<file path="src/shared/fbeg_pkg.sv">
// fbeg_pkg: error codes, response bytes and timing constants for the flash
// boot error and program guard block.
// assumes a 250 MHz system clock.
`default_nettype none
package fbeg_pkg;
	localparam int unsigned CLK_MHZ = 250;
	// error codes sent to the host
	localparam logic [7:0] ERR_NONE = 8'h00;
	localparam logic [7:0] ERR_SUM = 8'h11;
	localparam logic [7:0] ERR_PSIZE = 8'h12;
	localparam logic [7:0] ERR_DEV = 8'h21;
	localparam logic [7:0] ERR_CLKMODE = 8'h22;
	localparam logic [7:0] ERR_BITRATE = 8'h24;
	localparam logic [7:0] ERR_INFREQ = 8'h25;
	localparam logic [7:0] ERR_MULT = 8'h26;
	localparam logic [7:0] ERR_OPFREQ = 8'h27;
	localparam logic [7:0] ERR_BLOCK = 8'h29;
	localparam logic [7:0] ERR_ADDR = 8'h2A;
	localparam logic [7:0] ERR_LEN = 8'h2B;
	localparam logic [7:0] ERR_ERASE = 8'h51;
	localparam logic [7:0] ERR_ERINC = 8'h52;
	localparam logic [7:0] ERR_PROG = 8'h53;
	localparam logic [7:0] ERR_SEL = 8'h54;
	localparam logic [7:0] ERR_CMD = 8'h80;
	localparam logic [7:0] ERR_ADJ = 8'hFF;
	// error cause index (one input bit each)
	localparam int unsigned NCAUSE = 17;
	localparam logic [7:0] ACK = 8'h06;
	localparam logic [7:0] ERR_RESP_OFS = 8'h80;
	localparam logic [7:0] STAT_OK = 8'h00;
	localparam logic [7:0] STAT_ERR = 8'h01;
	localparam int unsigned PROG_UNIT_BYTES = 128;
	localparam int unsigned ROUTINE_MAX_BYTES = 4096;
	localparam int unsigned RESET_HOLD_US = 100;
	localparam int unsigned RESET_HOLD_CYC = RESET_HOLD_US * CLK_MHZ;
	localparam int unsigned DUMMY_READS = 2;
endpackage
`default_nettype wire

</file>
<file path="src/rtl/fbeg_guard.sv">
// fbeg_guard: error byte reporting for the boot serial protocol and the
// guard around flash programming/erasing and routine download.
// assumes command decoding and the byte transmitter sit outside; all
// inputs except chip_clear_input_n come from logic on clk_i.
// What this block does
// - distinct codes for device and clock-mode mismatch
// - each clocking problem has its own code
// - flash refused until write key cleared
// - routines may overwrite first two general registers
// - each downloaded routine at most 4 Kbytes
// - failure replies error response then code
// - state inquiry error byte zero or one
`default_nettype none
module fbeg_guard #(
	parameter int unsigned RESET_HOLD = fbeg_pkg::RESET_HOLD_CYC
) (
	// clock, reset and the raw chip clear pin
	input wire logic clk_i,
	input wire logic srst_i,
	input wire logic chip_clear_input_n,

	// command outcome from the protocol decoder
	input wire logic cmd_done_i,
	input wire logic cmd_ok_i,
	input wire logic [7:0] cmd_code_i,
	input wire logic [fbeg_pkg::NCAUSE-1:0] cause_i,

	// reply bytes towards the serial transmitter
	input wire logic tx_ready_i,
	output logic tx_valid_o,
	output logic [7:0] tx_byte_o,
	output logic [7:0] err_status_o,
	output logic [7:0] last_err_o,

	// program/erase guard and routine download
	input wire logic flash_write_key_i,
	input wire logic pe_start_i,
	input wire logic pe_active_i,
	input wire logic routine_download_request_i,
	input wire logic [12:0] routine_len_i,
	output logic flash_access_ok_o,
	output logic routine_len_err_o,
	output logic gr_clobber_o,
	output logic reset_hold_short_o
);
	// lowest set cause wins; order follows the code table
	function automatic logic [7:0] cause_code(input logic [fbeg_pkg::NCAUSE-1:0] c);
		logic [7:0] t [fbeg_pkg::NCAUSE];
		t = '{
			fbeg_pkg::ERR_SUM,
			fbeg_pkg::ERR_PSIZE,
			fbeg_pkg::ERR_DEV,
			fbeg_pkg::ERR_CLKMODE,
			fbeg_pkg::ERR_BITRATE,
			fbeg_pkg::ERR_INFREQ,
			fbeg_pkg::ERR_MULT,
			fbeg_pkg::ERR_OPFREQ,
			fbeg_pkg::ERR_BLOCK,
			fbeg_pkg::ERR_ADDR,
			fbeg_pkg::ERR_LEN,
			fbeg_pkg::ERR_ERASE,
			fbeg_pkg::ERR_ERINC,
			fbeg_pkg::ERR_PROG,
			fbeg_pkg::ERR_SEL,
			fbeg_pkg::ERR_CMD,
			fbeg_pkg::ERR_ADJ
		};
		// no cause flagged still reports a failure, as a command error
		cause_code = fbeg_pkg::ERR_CMD;
		for (int i = fbeg_pkg::NCAUSE - 1; i >= 0; i--) begin
			if (c[i]) begin
				cause_code = t[i];
			end
		end
	endfunction

	typedef enum logic [2:0] {
		FBEG_IDLE = 3'b001,
		FBEG_RESP = 3'b010,
		FBEG_CODE = 3'b100
	} fbeg_tx_e;

	// reply sequencer
	fbeg_tx_e state_q;
	logic [7:0] resp_q;

	// error memory
	logic [7:0] err_q;
	logic err_flag_q;

	// flash guard
	logic lock_q;

	// reset pin hold-time watch
	logic [2:0] rst_sync_q;
	logic rst_low;
	logic [31:0] low_cnt_q;
	logic pe_seen_q;

	// two-byte failure reply, single ack on success
	always_ff @(posedge clk_i) begin
		if (srst_i) begin
			state_q <= FBEG_IDLE;
			resp_q <= 8'h00;
		end else begin
			case (state_q)
				FBEG_IDLE: begin
					if (cmd_done_i) begin
						resp_q <= cmd_ok_i ? fbeg_pkg::ACK
							: (cmd_code_i | fbeg_pkg::ERR_RESP_OFS);
						state_q <= FBEG_RESP;
					end
				end
				FBEG_RESP: begin
					if (tx_ready_i) begin
						resp_q <= err_q;
						state_q <= err_flag_q ? FBEG_CODE : FBEG_IDLE;
					end
				end
				FBEG_CODE: begin
					if (tx_ready_i) begin
						state_q <= FBEG_IDLE;
					end
				end
				default: state_q <= FBEG_IDLE;
			endcase
		end
	end

	// code held until the next command taken in idle replaces it
	always_ff @(posedge clk_i) begin
		if (srst_i) begin
			err_q <= fbeg_pkg::ERR_NONE;
			err_flag_q <= 1'b0;
		end else if (cmd_done_i && state_q == FBEG_IDLE) begin
			err_q <= cmd_ok_i ? fbeg_pkg::ERR_NONE : cause_code(cause_i);
			err_flag_q <= !cmd_ok_i;
		end
	end

	assign tx_valid_o = (state_q != FBEG_IDLE);
	assign tx_byte_o = resp_q;
	assign err_status_o = err_flag_q ? fbeg_pkg::STAT_ERR : fbeg_pkg::STAT_OK;
	assign last_err_o = err_q;

	// start wins over a same-cycle key clear; lock drops only once key is clear
	always_ff @(posedge clk_i) begin
		if (srst_i) begin
			lock_q <= 1'b0;
		end else if (pe_start_i) begin
			lock_q <= 1'b1;
		end else if (!flash_write_key_i) begin
			lock_q <= 1'b0;
		end
	end
	assign flash_access_ok_o = !lock_q && !pe_start_i;

	// routine size is checked, not trusted
	assign routine_len_err_o = routine_download_request_i
		&& (32'(routine_len_i) > fbeg_pkg::ROUTINE_MAX_BYTES);
	// caller must save the two general registers while this is high
	assign gr_clobber_o = routine_download_request_i || pe_active_i || lock_q;

	// reset pin is asynchronous: three stages, low counts only while stages 2 and 3 both read low
	always_ff @(posedge clk_i) begin
		rst_sync_q <= {rst_sync_q[1:0], chip_clear_input_n};
	end
	assign rst_low = !rst_sync_q[1] && !rst_sync_q[2];

	// remembers that programming or erasing has been under way
	always_ff @(posedge clk_i) begin
		if (srst_i) begin
			pe_seen_q <= 1'b0;
		end else if (pe_active_i || pe_start_i) begin
			pe_seen_q <= 1'b1;
		end
	end

	// length of the current low phase of the pin; saturates, never wraps
	always_ff @(posedge clk_i) begin
		if (srst_i) begin
			low_cnt_q <= 32'h0000_0000;
		end else if (rst_low) begin
			if (low_cnt_q != 32'hFFFF_FFFF) begin
				low_cnt_q <= low_cnt_q + 32'h0000_0001;
			end
		end else begin
			low_cnt_q <= 32'h0000_0000;
		end
	end

	// flags a reset pulse shorter than the hold time after programming activity
	// the flag is sticky: only the system reset clears it
	always_ff @(posedge clk_i) begin
		if (srst_i) begin
			reset_hold_short_o <= 1'b0;
		end else if (!rst_low && pe_seen_q && low_cnt_q != 32'h0000_0000
			&& low_cnt_q < RESET_HOLD) begin
			reset_hold_short_o <= 1'b1;
		end
	end

	// a flag only: the pulse has already reached the chip, nothing is undone
endmodule
`default_nettype wire

</file>
<file path="config.mk">
export PLATFORM = sky130hd
export DESIGN_NAME = fbeg_guard
export DESIGN_NICKNAME = d
export VERILOG_FILES = /design/src/shared/fbeg_pkg.sv /design/src/rtl/fbeg_guard.sv
export SDC_FILE = /design/constraint.sdc
export NUM_CORES = 1
export LEC_CHECK = 0
export BUFFER_PORTS_ARGS = -buffer_cell sky130_fd_sc_hd__buf_2
export CELL_PAD_IN_SITES_DETAIL_PLACEMENT = 0
export CELL_PAD_IN_SITES_GLOBAL_PLACEMENT = 1
export CORE_UTILIZATION = 28
export CTS_CLUSTER_SIZE = 16
export DETAILED_ROUTE_END_ITERATION = 10
export HOLD_SLACK_MARGIN = 0.05
export MAX_ROUTING_LAYER = met4
export PLACE_DENSITY_LB_ADDON = 0.1
export SLEW_MARGIN = 40
export SYNTH_ARGS = -nofsm -noshare
export SYNTH_HDL_FRONTEND = slang
export SYNTH_SLANG_ARGS = --single-unit
</file>
<file path="constraint.sdc">
create_clock -name clk_i -period 1.7 [get_ports clk_i]
set_input_delay 0.085 -clock clk_i [delete_from_list [all_inputs] [get_ports clk_i]]
set_output_delay 0.085 -clock clk_i [all_outputs]
set_load 0.05 [all_outputs]
</file>
Word level (Yosys, flattened, before mapping)
Cells that the tools add are included.
- bits in registers: 58
- bits of input ports: 48
- output and inout port bits: 29
- logic and storage cells: 73
- add/sub/neg operators: 1
- order comparisons: 2
- equality and inequality tests: 9
- multiplexer cells: 30
- bitwise logic cells: 1
- reductions and logical operators: 21
- operators with widths (kind ; number):
    $mux 8 ; 20
    $add 32x1->32 const B ; 1
    $lt 32x15->1 const B ; 1
    $ne 32x32->1 const B ; 1
    $reduce_bool 32->1 ; 1
    $pmux 8 s2 ; 1
    $gt 13x13->1 const B ; 1
    $mux 3 ; 4
    $pmux 3 s3 ; 1
    $logic_and 1x1->1 ; 7
    $mux 7 ; 1
    $logic_not 1->1 ; 6
    $ne 2x2->1 const B ; 3
    $reduce_and 3->1 ; 2
    $eq 3x1->1 const B ; 1
    $eq 3x2->1 const B ; 1
    $eq 3x3->1 const B ; 1
    $logic_or 1x1->1 ; 3
    $mux 1 ; 3
    $ne 3x1->1 const B ; 1
    $ne 2x1->1 const B ; 1
    $reduce_bool 2->1 ; 1
    $reduce_or 2->1 ; 1
    $not 1->1 ; 1

Longest topological paths before layout
Gate-level depths: netlist of run 1.
- depth in word-level cells: 18
- gate-level depth with buffers: 8
- depth with buffers taken out: 6

Least setup slack after synthesis of run 1
OpenSTA, ideal clock, no wires.
- kind: register to register
- start point: register low_cnt_q[4]
- end point: register low_cnt_q[14]
- setup time: 0.070 ns
- arrival time: 1.789 ns
- required time: 1.630 ns
- path slack: -0.159 ns
- stages on the path, launching flop included: 7
- buffers on the path: 1
- clock period less this slack: 1.859 ns
- cells stage by stage: dfxtp_1 -> nand4_2 -> or4_4 -> buf_6 -> nor2_4 -> or4b_1 -> a21oi_1
- cells in the longest elaborated chain, start to end: 1
- elaborated cells on any way between the ends: 2
- classes of those cells: add/sub (1); eq/ne (1)
- RTL lines (element ; line ; source):
    start, declared ; fbeg_guard.sv:97 ; logic [31:0] low_cnt_q;
    start signal, assigned ; fbeg_guard.sv:185 ; low_cnt_q <= low_cnt_q + 32'h0000_0001;
    $add 32x1->32 / $ne 32x32->1 (equally long branches) ; fbeg_guard.sv:185, fbeg_guard.sv:184 ;
Parallel ways exist; a longest one is shown, timed or not.
A chain may end at the register's enable or synchronous reset.

Final worst setup path of run 1
- start point: register low_cnt_q[8]
- end point: register low_cnt_q[14]
The elaborated chain is that of the path after synthesis.

==> flow_summary.yaml, run 1 <==
outcome:
  status: "finished, violations left"
  violations: "setup timing"
place:
  place.gp.congestion: 0.832
  dp_slack_ns: -0.0693
  hpwl_um: 7060
  place_area_sq_um: 4090
  dp.cells: 638
  io_buffers: 68
floorplan:
  dieWidth_um: 108
  pin_count: 77
  rows: 38
  start_util_pct: 28.8
  fp.dieH_um: 108
  core_area_sq_um: 10800
  dieArea_sq_um: 11600
clock_tree:
  cts_max_level: 3
  cts.clk_slew.worst_paths_ns: 0.07
  clkLatencyLatePin_ns: 0.34
  cts_tree: "built"
  cts.path.max_buffers: 2
  cts-root-buf: "clkbuf_8"
  numCtsBuffers: 9
  cts.sinks: 58
timing:
  finalCritPeriodShare_pct: 106
  rsz0062_at_grt: "true"
  drv_slew: 0
  hold_viol_final: 0
  tns_ns: -0.278
  period_minus_slack_ns: 1.79
  max_freq_mhz: 557
  setup_slack_ns: -0.0942
  worst_slew_pin_slew_ns: 0.523
  relSlewSlack_pct: 64.2
  holdWs_ns: 0.0633
  fin_worst_skew_ns: 0.00755
  finalSetupViolCount: 6
drt:
  vias_per_cell: 5.11
  met1Wirelength_um: 4750
  topRoutingLayerUsed: "met4"
  avgRoutedWirePerCell_um: 14.8
  ant_nets: 0
  firstDrtPassIters: 4
  drtIter0Drc: 154
  wl_met3_um: 294
  drcViolationCount: 0
  dr_total_vias: 3437
  wl_met2_um: 4700
  wl_um: 9930
min_path:
  hold_depth: 3
  hold_class: "input pin to flop"
yosys:
  ys_seq_area_share_pct: 37.2
  synth_cell_type_count: 57
  synth-edff-count: 0
  ys.flop_type: "dfxtp_1"
  synthCells: 385
  syn_area_sq_um: 3120
  yosys_warnings: 0
  postSynthAreaPerCell_sq_um: 8.11
  async_reset_ff_share_pct: 0
  synth-seq-cells: 58
setup_path:
  ff2ff_path_depth: 5
  worstSetupEndpointType: "flop"
  cp_max_fo: 7
  path_class: "flop to flop"
  path_cells: "nand2_2 > or4_4 > nor2_4 > or4b_4 > a21oi_2"
  worst_ep_arrival_time_ns: 2.07
  start_kind: "flop"
  cp_num_buf_inv: 0
  cpPeakStageDelay_ns: 0.60
  critPathSlowestCell: "or4_4"
  cp.depth: 5
  critical-path-top-delay-family: "simple AND/OR/NAND/NOR gates"
  required_ns: 1.98
cells_and_area:
  fin_cells: 673
  post-route-util_pct: 43.6
  nFillCells: 1107
  seqCellArea_sq_um: 1200
  multi_input_area_sq_um: 2070
  final_cell_mix: "buf_4 (72), buf_2 (68), dfxtp_1 (39), nor2_1 (33), a21oi_1 (30)"
  syn2layout_area_growth_pct: 51.4
  drive_above_1_share_pct: 43.9
  post-route-cell-area_sq_um: 4730
  diodes: 0
  layout.nets: 579
  mostFrequentLayoutCell: "buf_4"
grt:
  grt_max_degree: 24
  grt_pass1_wl_um: 15600
  track_usage_pct: 17.8
  grt_overflow: 0
  grt_pass1_vias: 3177
  antenna_found_initial: 0
power_and_ir_drop:
  p_int_mw: 2.26
  p_per_area_nw_per_um2: 672
  leakage_nw: 1.85
  swShare_pct: 28.8
  power.share.clock_pct: 39.9
  p_total_mw: 3.18
  seqPwrFrac_pct: 44.5
  ir_drop_mv: 0.333
  pwr-share-comb_pct: 15.6
  power.switching_uw: 916
job:
  max_cap_violations: 0
==> repair_timing <==
action                                 4_1_cts  5_1_grt
endpoints found under the hold margin        6        0
setup endpoints to repair                   18       30
pin swaps                                    5       21
cloned                                       0        1
hold buffers                                 7        0
setup buffers                                6        6
resized for setup                           18       54
==> sequential cells by signal (all words and copies together) (netlist names) <==
register and flops:
low_cnt_q 32, last_err_o 8, state_q 3, rst_sync_q 3, err_flag_q 1, tx_byte_o 8
reset_hold_short_o 1, pe_seen_q 1, lock_q 1
==> synth_stat cells (4+ instances only) <==
cell type | number | area [sq um]
dfxtp_1 | 58 | 1160
a21oi_1 | 35 | 175
nor2_1 | 35 | 131
nand2_1 | 29 | 109
o21ai_0 | 21 | 105
clkbuf_1 | 15 | 56.3
nor4_1 | 15 | 93.8
or3_1 | 14 | 87.6
nand3_1 | 11 | 55.1
nor3_1 | 11 | 55.1
or4_1 | 11 | 82.6
buf_4 | 9 | 67.6
o31ai_1 | 9 | 67.6
a211oi_1 | 8 | 60.1
nand4_1 | 8 | 50.1
inv_1 | 7 | 26.3
nor3b_1 | 7 | 52.6
nand2b_1 | 6 | 37.5
o211ai_1 | 5 | 37.5
xnor2_1 | 5 | 43.8
and4_1 | 4 | 35.0
nor2b_1 | 4 | 25.0
o41ai_1 | 4 | 35.0
==> final timing paths <==
kind	start	endpoint	slack, ns
worst max-delay path	low_cnt_q[8]$_SDFFE_PP0P_	low_cnt_q[14]$_SDFFE_PP0P_	-0.09
worst min-delay path	tx_ready_i	state_q[2]$_SDFFE_PP0P_	0.06
worst max register to register	low_cnt_q[8]$_SDFFE_PP0P_	low_cnt_q[14]$_SDFFE_PP0P_	-0.09
worst min register to register	rst_sync_q[0]$_DFF_P_	rst_sync_q[1]$_DFF_P_	0.34
==> kinds of logic after synthesis <==
kind of cell | synth area share [%]
DFF | 37.2
buffers and inverters | 6.05
AOI/OAI and AO/OA | 20.1
other | 0.120
muxes | 0.961
and+or+nand+nor | 33.4
adders and majority gates | 0.801
xor gates and xnor gates | 1.40
==> worst min-delay path, stage by stage <==
cell and delay, ns:
buf_2 0.13, nand4b_1 0.08, a211oi_1 0.07
==> per-layer routing <==
| metal | GRT usage, % | vias up |
|---|---|---|
| met5 | - | - |
| met4 | 6.95 | 0 |
| li1 | - | 1740 |
| met2 | 27.2 | 73 |
| met3 | 2.91 | 16 |
| met1 | 23.5 | 1608 |
==> power groups by stage <==
stage | Combinational, mW | Sequential, mW | Clock [mW]
6_report | 0.496 | 1.42 | 1.27
4_1_cts | 0.488 | 1.42 | 1.30
2_1_floorplan | 0.226 | 1.54 | 0
5_1_grt | 0.537 | 1.42 | 1.39
3_5_place_dp | 0.472 | 1.45 | 0
3_3_place_gp | 0.471 | 1.45 | 0
==> layout make-up <==
| class | count | area share (%) |
|---|---|---|
| Tap cell | 140 | 3.70 |
| Timing Repair Buffer | 155 | 22.7 |
| Inverter | 7 | 0.556 |
| Multi-Input combinational cell | 298 | 43.7 |
| Clock inverter | 3 | 0.847 |
| Clock buffer | 12 | 3.07 |
| Sequential cell | 58 | 25.4 |
Note: power is estimated with default switching activity, not from simulation.
==> run 2, diff against run 1 <==
--- a/config.mk
+++ b/config.mk
@@ -11,10 +11,11 @@
 export CORE_UTILIZATION = 28
 export CTS_CLUSTER_SIZE = 16
 export DETAILED_ROUTE_END_ITERATION = 10
+export GPL_ROUTABILITY_DRIVEN = 0
 export HOLD_SLACK_MARGIN = 0.05
 export MAX_ROUTING_LAYER = met4
 export PLACE_DENSITY_LB_ADDON = 0.1
-export SLEW_MARGIN = 40
+export SLEW_MARGIN = 20
 export SYNTH_ARGS = -nofsm -noshare
 export SYNTH_HDL_FRONTEND = slang
 export SYNTH_SLANG_ARGS = --single-unit
==> constraint.sdc (replaced) <==
create_clock -name clk_i -period 1.85 [get_ports clk_i]
set_input_delay 0.0925 -clock clk_i [delete_from_list [all_inputs] [get_ports clk_i]]
set_output_delay 0.0925 -clock clk_i [all_outputs]
set_load 0.05 [all_outputs]
==> flow_summary.yaml, run 2 (synthesized netlist as in run 1, its figures left out) <==
outcome:
  status: "finished, final reports clean"
clock_tree:
  numCtsBuffers: 9
  cts-root-buf: "clkbuf_8"
  cts_max_level: 3
  cts_tree: "built"
  clkLatencyLatePin_ns: 0.34
  cts.sinks: 58
  cts.path.max_buffers: 2
  cts.clk_slew.worst_paths_ns: 0.07
  postCtsSetupBuffers: 0
power_and_ir_drop:
  leakage_nw: 1.66
  p_total_mw: 2.93
  ir_drop_mv: 0.232
  p_per_area_nw_per_um2: 691
place:
  dp.cells: 625
  hpwl_um: 7080
  io_buffers: 68
timing:
  rsz0062_at_grt: "true"
  fin_worst_skew_ns: 0.00927
  finalSetupViolCount: 0
  finalCritPeriodShare_pct: 97.0
  period_minus_slack_ns: 1.80
  holdWs_ns: 0.0755
  max_freq_mhz: 557
  worst_slew_pin_slew_ns: 0.511
  drv_slew: 0
  relSlewSlack_pct: 65.0
  hold_viol_final: 0
drt:
  ant_nets: 0
  wl_um: 9250
  firstDrtPassIters: 4
  dr_total_vias: 3307
  avgRoutedWirePerCell_um: 14.3
  vias_per_cell: 5.10
  drcViolationCount: 0
  drtIter0Drc: 150
cells_and_area:
  mostFrequentLayoutCell: "buf_2"
  post-route-util_pct: 39.1
  fin_cells: 648
  final_cell_mix: "buf_2 (68), buf_4 (53), dfxtp_1 (49), nor2_1 (35), a21oi_1 (34)"
  diodes: 0
  syn2layout_area_growth_pct: 35.7
  largest_reg_flops: 32
  layout.nets: 553
  drive_above_1_share_pct: 32.9
  largest-register: "low_cnt_q"
setup_path:
  cp_num_buf_inv: 0
  required_ns: 2.14
  cp_max_fo: 7
  path_class: "flop to flop"
  critical-path-top-delay-family: "simple AND/OR/NAND/NOR gates"
  path_cells: "nand4_2 > or4_4 > nor2_4 > or4b_4 > a21oi_2"
  rrSetupSlack_ns: 0.05
  cpPeakStageDelay_ns: 0.56
  critPathSlowestCell: "or4_4"
  start_kind: "flop"
  worst_ep_arrival_time_ns: 2.08
  worstSetupEndpointType: "flop"
min_path:
  hold_class: "input pin to flop"
grt:
  grt_pass1_vias: 3037
  grt_overflow: 0
  track_usage_pct: 17.2
  antenna_found_initial: 0
  grt_max_degree: 24
  grt_pass1_wl_um: 15100
floorplan:
  fp.dieH_um: 108
  start_util_pct: 28.8
  dieArea_sq_um: 11600
  pin_count: 77
  core_area_sq_um: 10800
  dieWidth_um: 108
  rows: 38
job:
  max_cap_violations: 0
[run 2: changes by cell type in the layout (fill, tap and decap cells not counted), moves of 4 or more]
cell and change:
buf_4 -19, or4_4 -4, o21ai_2 -4, dfxtp_4 -6, dfxtp_2 -4, a21oi_1 +4
nand2_1 +4, buf_6 -5, nor4_1 +5, o21ai_0 +6, nor4_4 -4, dfxtp_1 +10
a21oi_2 -4
[run 2: per-stage QoR]
step / worst slack, ns / area [sq um] / TNS (ns)
floorplan: 0.00911 / 3150 / 0
global placement: 0.00681 / 3920 / 0
detailed placement: -0.0477 / 3920 / -0.0477
CTS: 0.00261 / 4190 / 0
global route: -0.00752 / 4240 / -0.0127
finish: 0.0548 / 4240 / 0
[run 2: cell type report]
type | instances | area (sq um)
clock buffer | 11 | 141
clock inverter | 5 | 53.8
fill | 1157 | 6600
inverter | 7 | 26.3
multi-input combinational | 298 | 1840
sequential | 58 | 1170
tap | 140 | 175
timing repair buffer | 129 | 828
[run 2: final timing paths]
check                             from                         end  cells past startpoint
max          low_cnt_q[6]$_SDFFE_PP0P_  low_cnt_q[14]$_SDFFE_PP0P_                      5
max reg2reg  low_cnt_q[6]$_SDFFE_PP0P_  low_cnt_q[14]$_SDFFE_PP0P_                      5
min                         cause_i[1]  last_err_o[0]$_SDFFE_PP0P_                      3
min reg2reg      rst_sync_q[0]$_DFF_P_       rst_sync_q[1]$_DFF_P_                      0
[run 2: tightest hold or removal path, stage by stage]
cell and delay [ns]:
buf_2 0.11, or4_1 0.11, o21ai_0 0.06
[run 2: where the power goes]
| group | internal [mW] | switching [mW] |
|---|---|---|
| logic | 0.145 | 0.294 |
| clock network | 0.654 | 0.526 |
| registers | 1.28 | 0.0230 |
| total | 2.08 | 0.843 |
[run 2: layer usage]
layer  GRT usage, %  wire [um]  vias up
li1               -          -     1683
met1           23.0       4690     1539
met2           25.7       4090       75
met3           3.45        337       10
met4           6.07        138        0
met5              -          0        -
[run 2: repair_timing]
| item | 4_1_cts | 5_1_grt |
|---|---|---|
| hold buffers | 7 | 0 |
| endpoints found under the setup margin | 4 | 20 |
| endpoints found under the hold margin | 6 | 0 |
| resized for setup | 2 | 17 |
==> run 3, diff against run 2 <==
--- a/config.mk
+++ b/config.mk
@@ -5,6 +5,7 @@
 export SDC_FILE = /design/constraint.sdc
 export NUM_CORES = 1
 export LEC_CHECK = 0
+export ABC_AREA = 1
 export BUFFER_PORTS_ARGS = -buffer_cell sky130_fd_sc_hd__buf_2
 export CELL_PAD_IN_SITES_DETAIL_PLACEMENT = 0
 export CELL_PAD_IN_SITES_GLOBAL_PLACEMENT = 1
==> flow_summary.yaml, run 3 <==
cells_and_area:
  largest_reg_flops: 32
  post-route-cell-area_sq_um: 4470
  drive_above_1_share_pct: 27.2
  mostFrequentLayoutCell: "nand2_1"
  layout.nets: 645
  largest-register: "low_cnt_q"
  syn2layout_area_growth_pct: 36.7
  final_cell_mix: "nand2_1 (90), inv_1 (78), buf_2 (68), nor2_1 (55), dfxtp_1 (52)"
  fin_cells: 742
  nFillCells: 1223
  diodes: 0
  post-route-util_pct: 39.1
timing:
  setup_slack_ns: 0.0324
  finalCritPeriodShare_pct: 98.3
  tns_ns: 0
  rsz0062_at_grt: "true"
  max_freq_mhz: 550
  fin_worst_skew_ns: 0.00578
  finalSetupViolCount: 0
  period_minus_slack_ns: 1.82
  hold_viol_final: 0
  drv_slew: 0
place:
  dp_slack_ns: 0.0299
  hpwl_um: 7480
  dp.cells: 708
  place_area_sq_um: 3890
  io_buffers: 68
setup_path:
  worst_ep_arrival_time_ns: 2.04
  cp_max_fo: 5
  start_kind: "flop"
  critical-path-top-delay-family: "simple AND/OR/NAND/NOR gates"
  path_class: "flop to flop"
  cpPeakStageDelay_ns: 0.36
  critPathSlowestCell: "dfxtp_2"
  cp_num_buf_inv: 1
  path_cells: "ha_4 > nand2_4 > nor3_4 > nand2_2 > nor2_4 > nand2_2 > nor2_4 > nand3_4 > nand3_2 > inv_2 > nor2_2 > nor3_2"
  required_ns: 2.07
  worstSetupEndpointType: "flop"
drt:
  vias_per_cell: 4.59
  drtIter0Drc: 156
  firstDrtPassIters: 4
  drcViolationCount: 0
  dr_total_vias: 3408
  wl_um: 9930
  ant_nets: 0
  avgRoutedWirePerCell_um: 13.4
yosys:
  yosys_warnings: 0
  synth-edff-count: 0
  ys_seq_area_share_pct: 35.5
  yosysTopAreaCell: "dfxtp_1"
  synthTopCellsByArea: "dfxtp_1 (36%), nand2_1 (11%), inv_1 (9.1%)"
  async_reset_ff_share_pct: 0
  synth_cell_type_count: 44
  synth-seq-cells: 58
  synth.most_common_cell: "nand2_1"
  netlist.area_leader.share_pct: 35.5
  ys.flop_type: "dfxtp_1"
  postSynthAreaPerCell_sq_um: 6.77
  syn_area_sq_um: 3270
  synthCells: 483
  ys_top_cells_by_count: "nand2_1 (92), inv_1 (79), nor2_1 (61)"
clock_tree:
  cts.sinks: 58
  cts.clk_slew.worst_paths_ns: 0.06
  cts.path.max_buffers: 2
  numCtsBuffers: 9
  clkLatencyLatePin_ns: 0.33
  cts-root-buf: "clkbuf_16"
  cts_max_level: 3
  cts_tree: "built"
grt:
  grt_pass1_vias: 3068
  antenna_found_initial: 0
  grt_overflow: 0
  grt_max_degree: 23
  track_usage_pct: 17.2
  grt_pass1_wl_um: 15200
floorplan:
  core_area_sq_um: 11400
  rows: 39
  dieWidth_um: 110
  pin_count: 77
  dieArea_sq_um: 12100
  start_util_pct: 28.6
  fp.dieH_um: 110
outcome:
  status: "finished, final reports clean"
power_and_ir_drop:
  ir_drop_mv: 0.363
  leakage_nw: 2.11
  p_per_area_nw_per_um2: 828
job:
  max_cap_violations: 0
min_path:
  hold_class: "input pin to flop"
run 3: what timing repair did:
item,in CTS,in global routing
setup buffers,0,8
setup endpoints to repair,0,33
hold buffers,10,0
gates resized for setup,0,32
endpoints found under the hold margin,8,0
run 3: stage by stage:
stage | hold slack [ns] | power, mW
finish | 0.0723 | 3.70
global route | 0.0826 | 3.85
CTS | 0.0616 | 3.74
detailed placement | 0.201 | 1.93
global placement | 0.198 | 1.93
floorplan | 0.120 | 1.78
run 3: cell families after synthesis:
kind of cell | synth area share [%]
AOI/OAI and AO/OA | 12.9
buffers and inverters | 12.7
xor gates and xnor gates | 4.82
and+or+nand+nor | 33.1
other | 0.115
DFF | 35.5
adders and majority gates | 0.765
run 3: power by group:
part	internal (mW)	switching (mW)
sequential	1.31	0.0320
combinational	0.175	0.412
clock	1.16	0.611
total	2.65	1.05
run 3: final cells by class:
cell class	instances	area, sq um	share of cell area, %
multi-input cells	332	1820	40.6
flip-flops and latches	58	1170	26.1
repair buffers	109	673	15.1
inverters	85	324	7.25
clock buffers	9	225	5.04
well taps	143	179	4.00
clock inverters	6	82.6	1.85
run 3: worst paths after layout:
kind                            cells past startpoint                      start                         to  slack (ns)
worst max-delay path                               12  low_cnt_q[1]$_SDFFE_PP0P_  low_cnt_q[4]$_SDFFE_PP0P_        0.03
worst min-delay path                                4                 cmd_done_i    state_q[0]$_SDFFE_PP1P_        0.07
worst max register to register                     12  low_cnt_q[1]$_SDFFE_PP0P_  low_cnt_q[4]$_SDFFE_PP0P_        0.03
worst min register to register                      0      rst_sync_q[0]$_DFF_P_      rst_sync_q[1]$_DFF_P_        0.33
run 3: worst reg2reg max path: stages (launching register included):
cell and delay [ns]:
dfxtp_2 0.36, ha_4 0.15, nand2_4 0.06, nor3_4 0.23
nand2_2 0.12, nor2_4 0.13, nand2_2 0.08, nor2_4 0.14
nand3_4 0.13, nand3_2 0.13, inv_2 0.05, nor2_2 0.10
nor3_2 0.04
run 3: routing by layer:
| layer | part of all wire, % | track usage [%] | vias to the layer above |
|---|---|---|---|
| met2 | 47 | 26.6 | 64 |
| met5 | 0 | - | - |
| met4 | 1.0 | 5.33 | 0 |
| met1 | 49 | 22.4 | 1559 |
| met3 | 3.5 | 3.76 | 7 |
| li1 | - | - | 1778 |
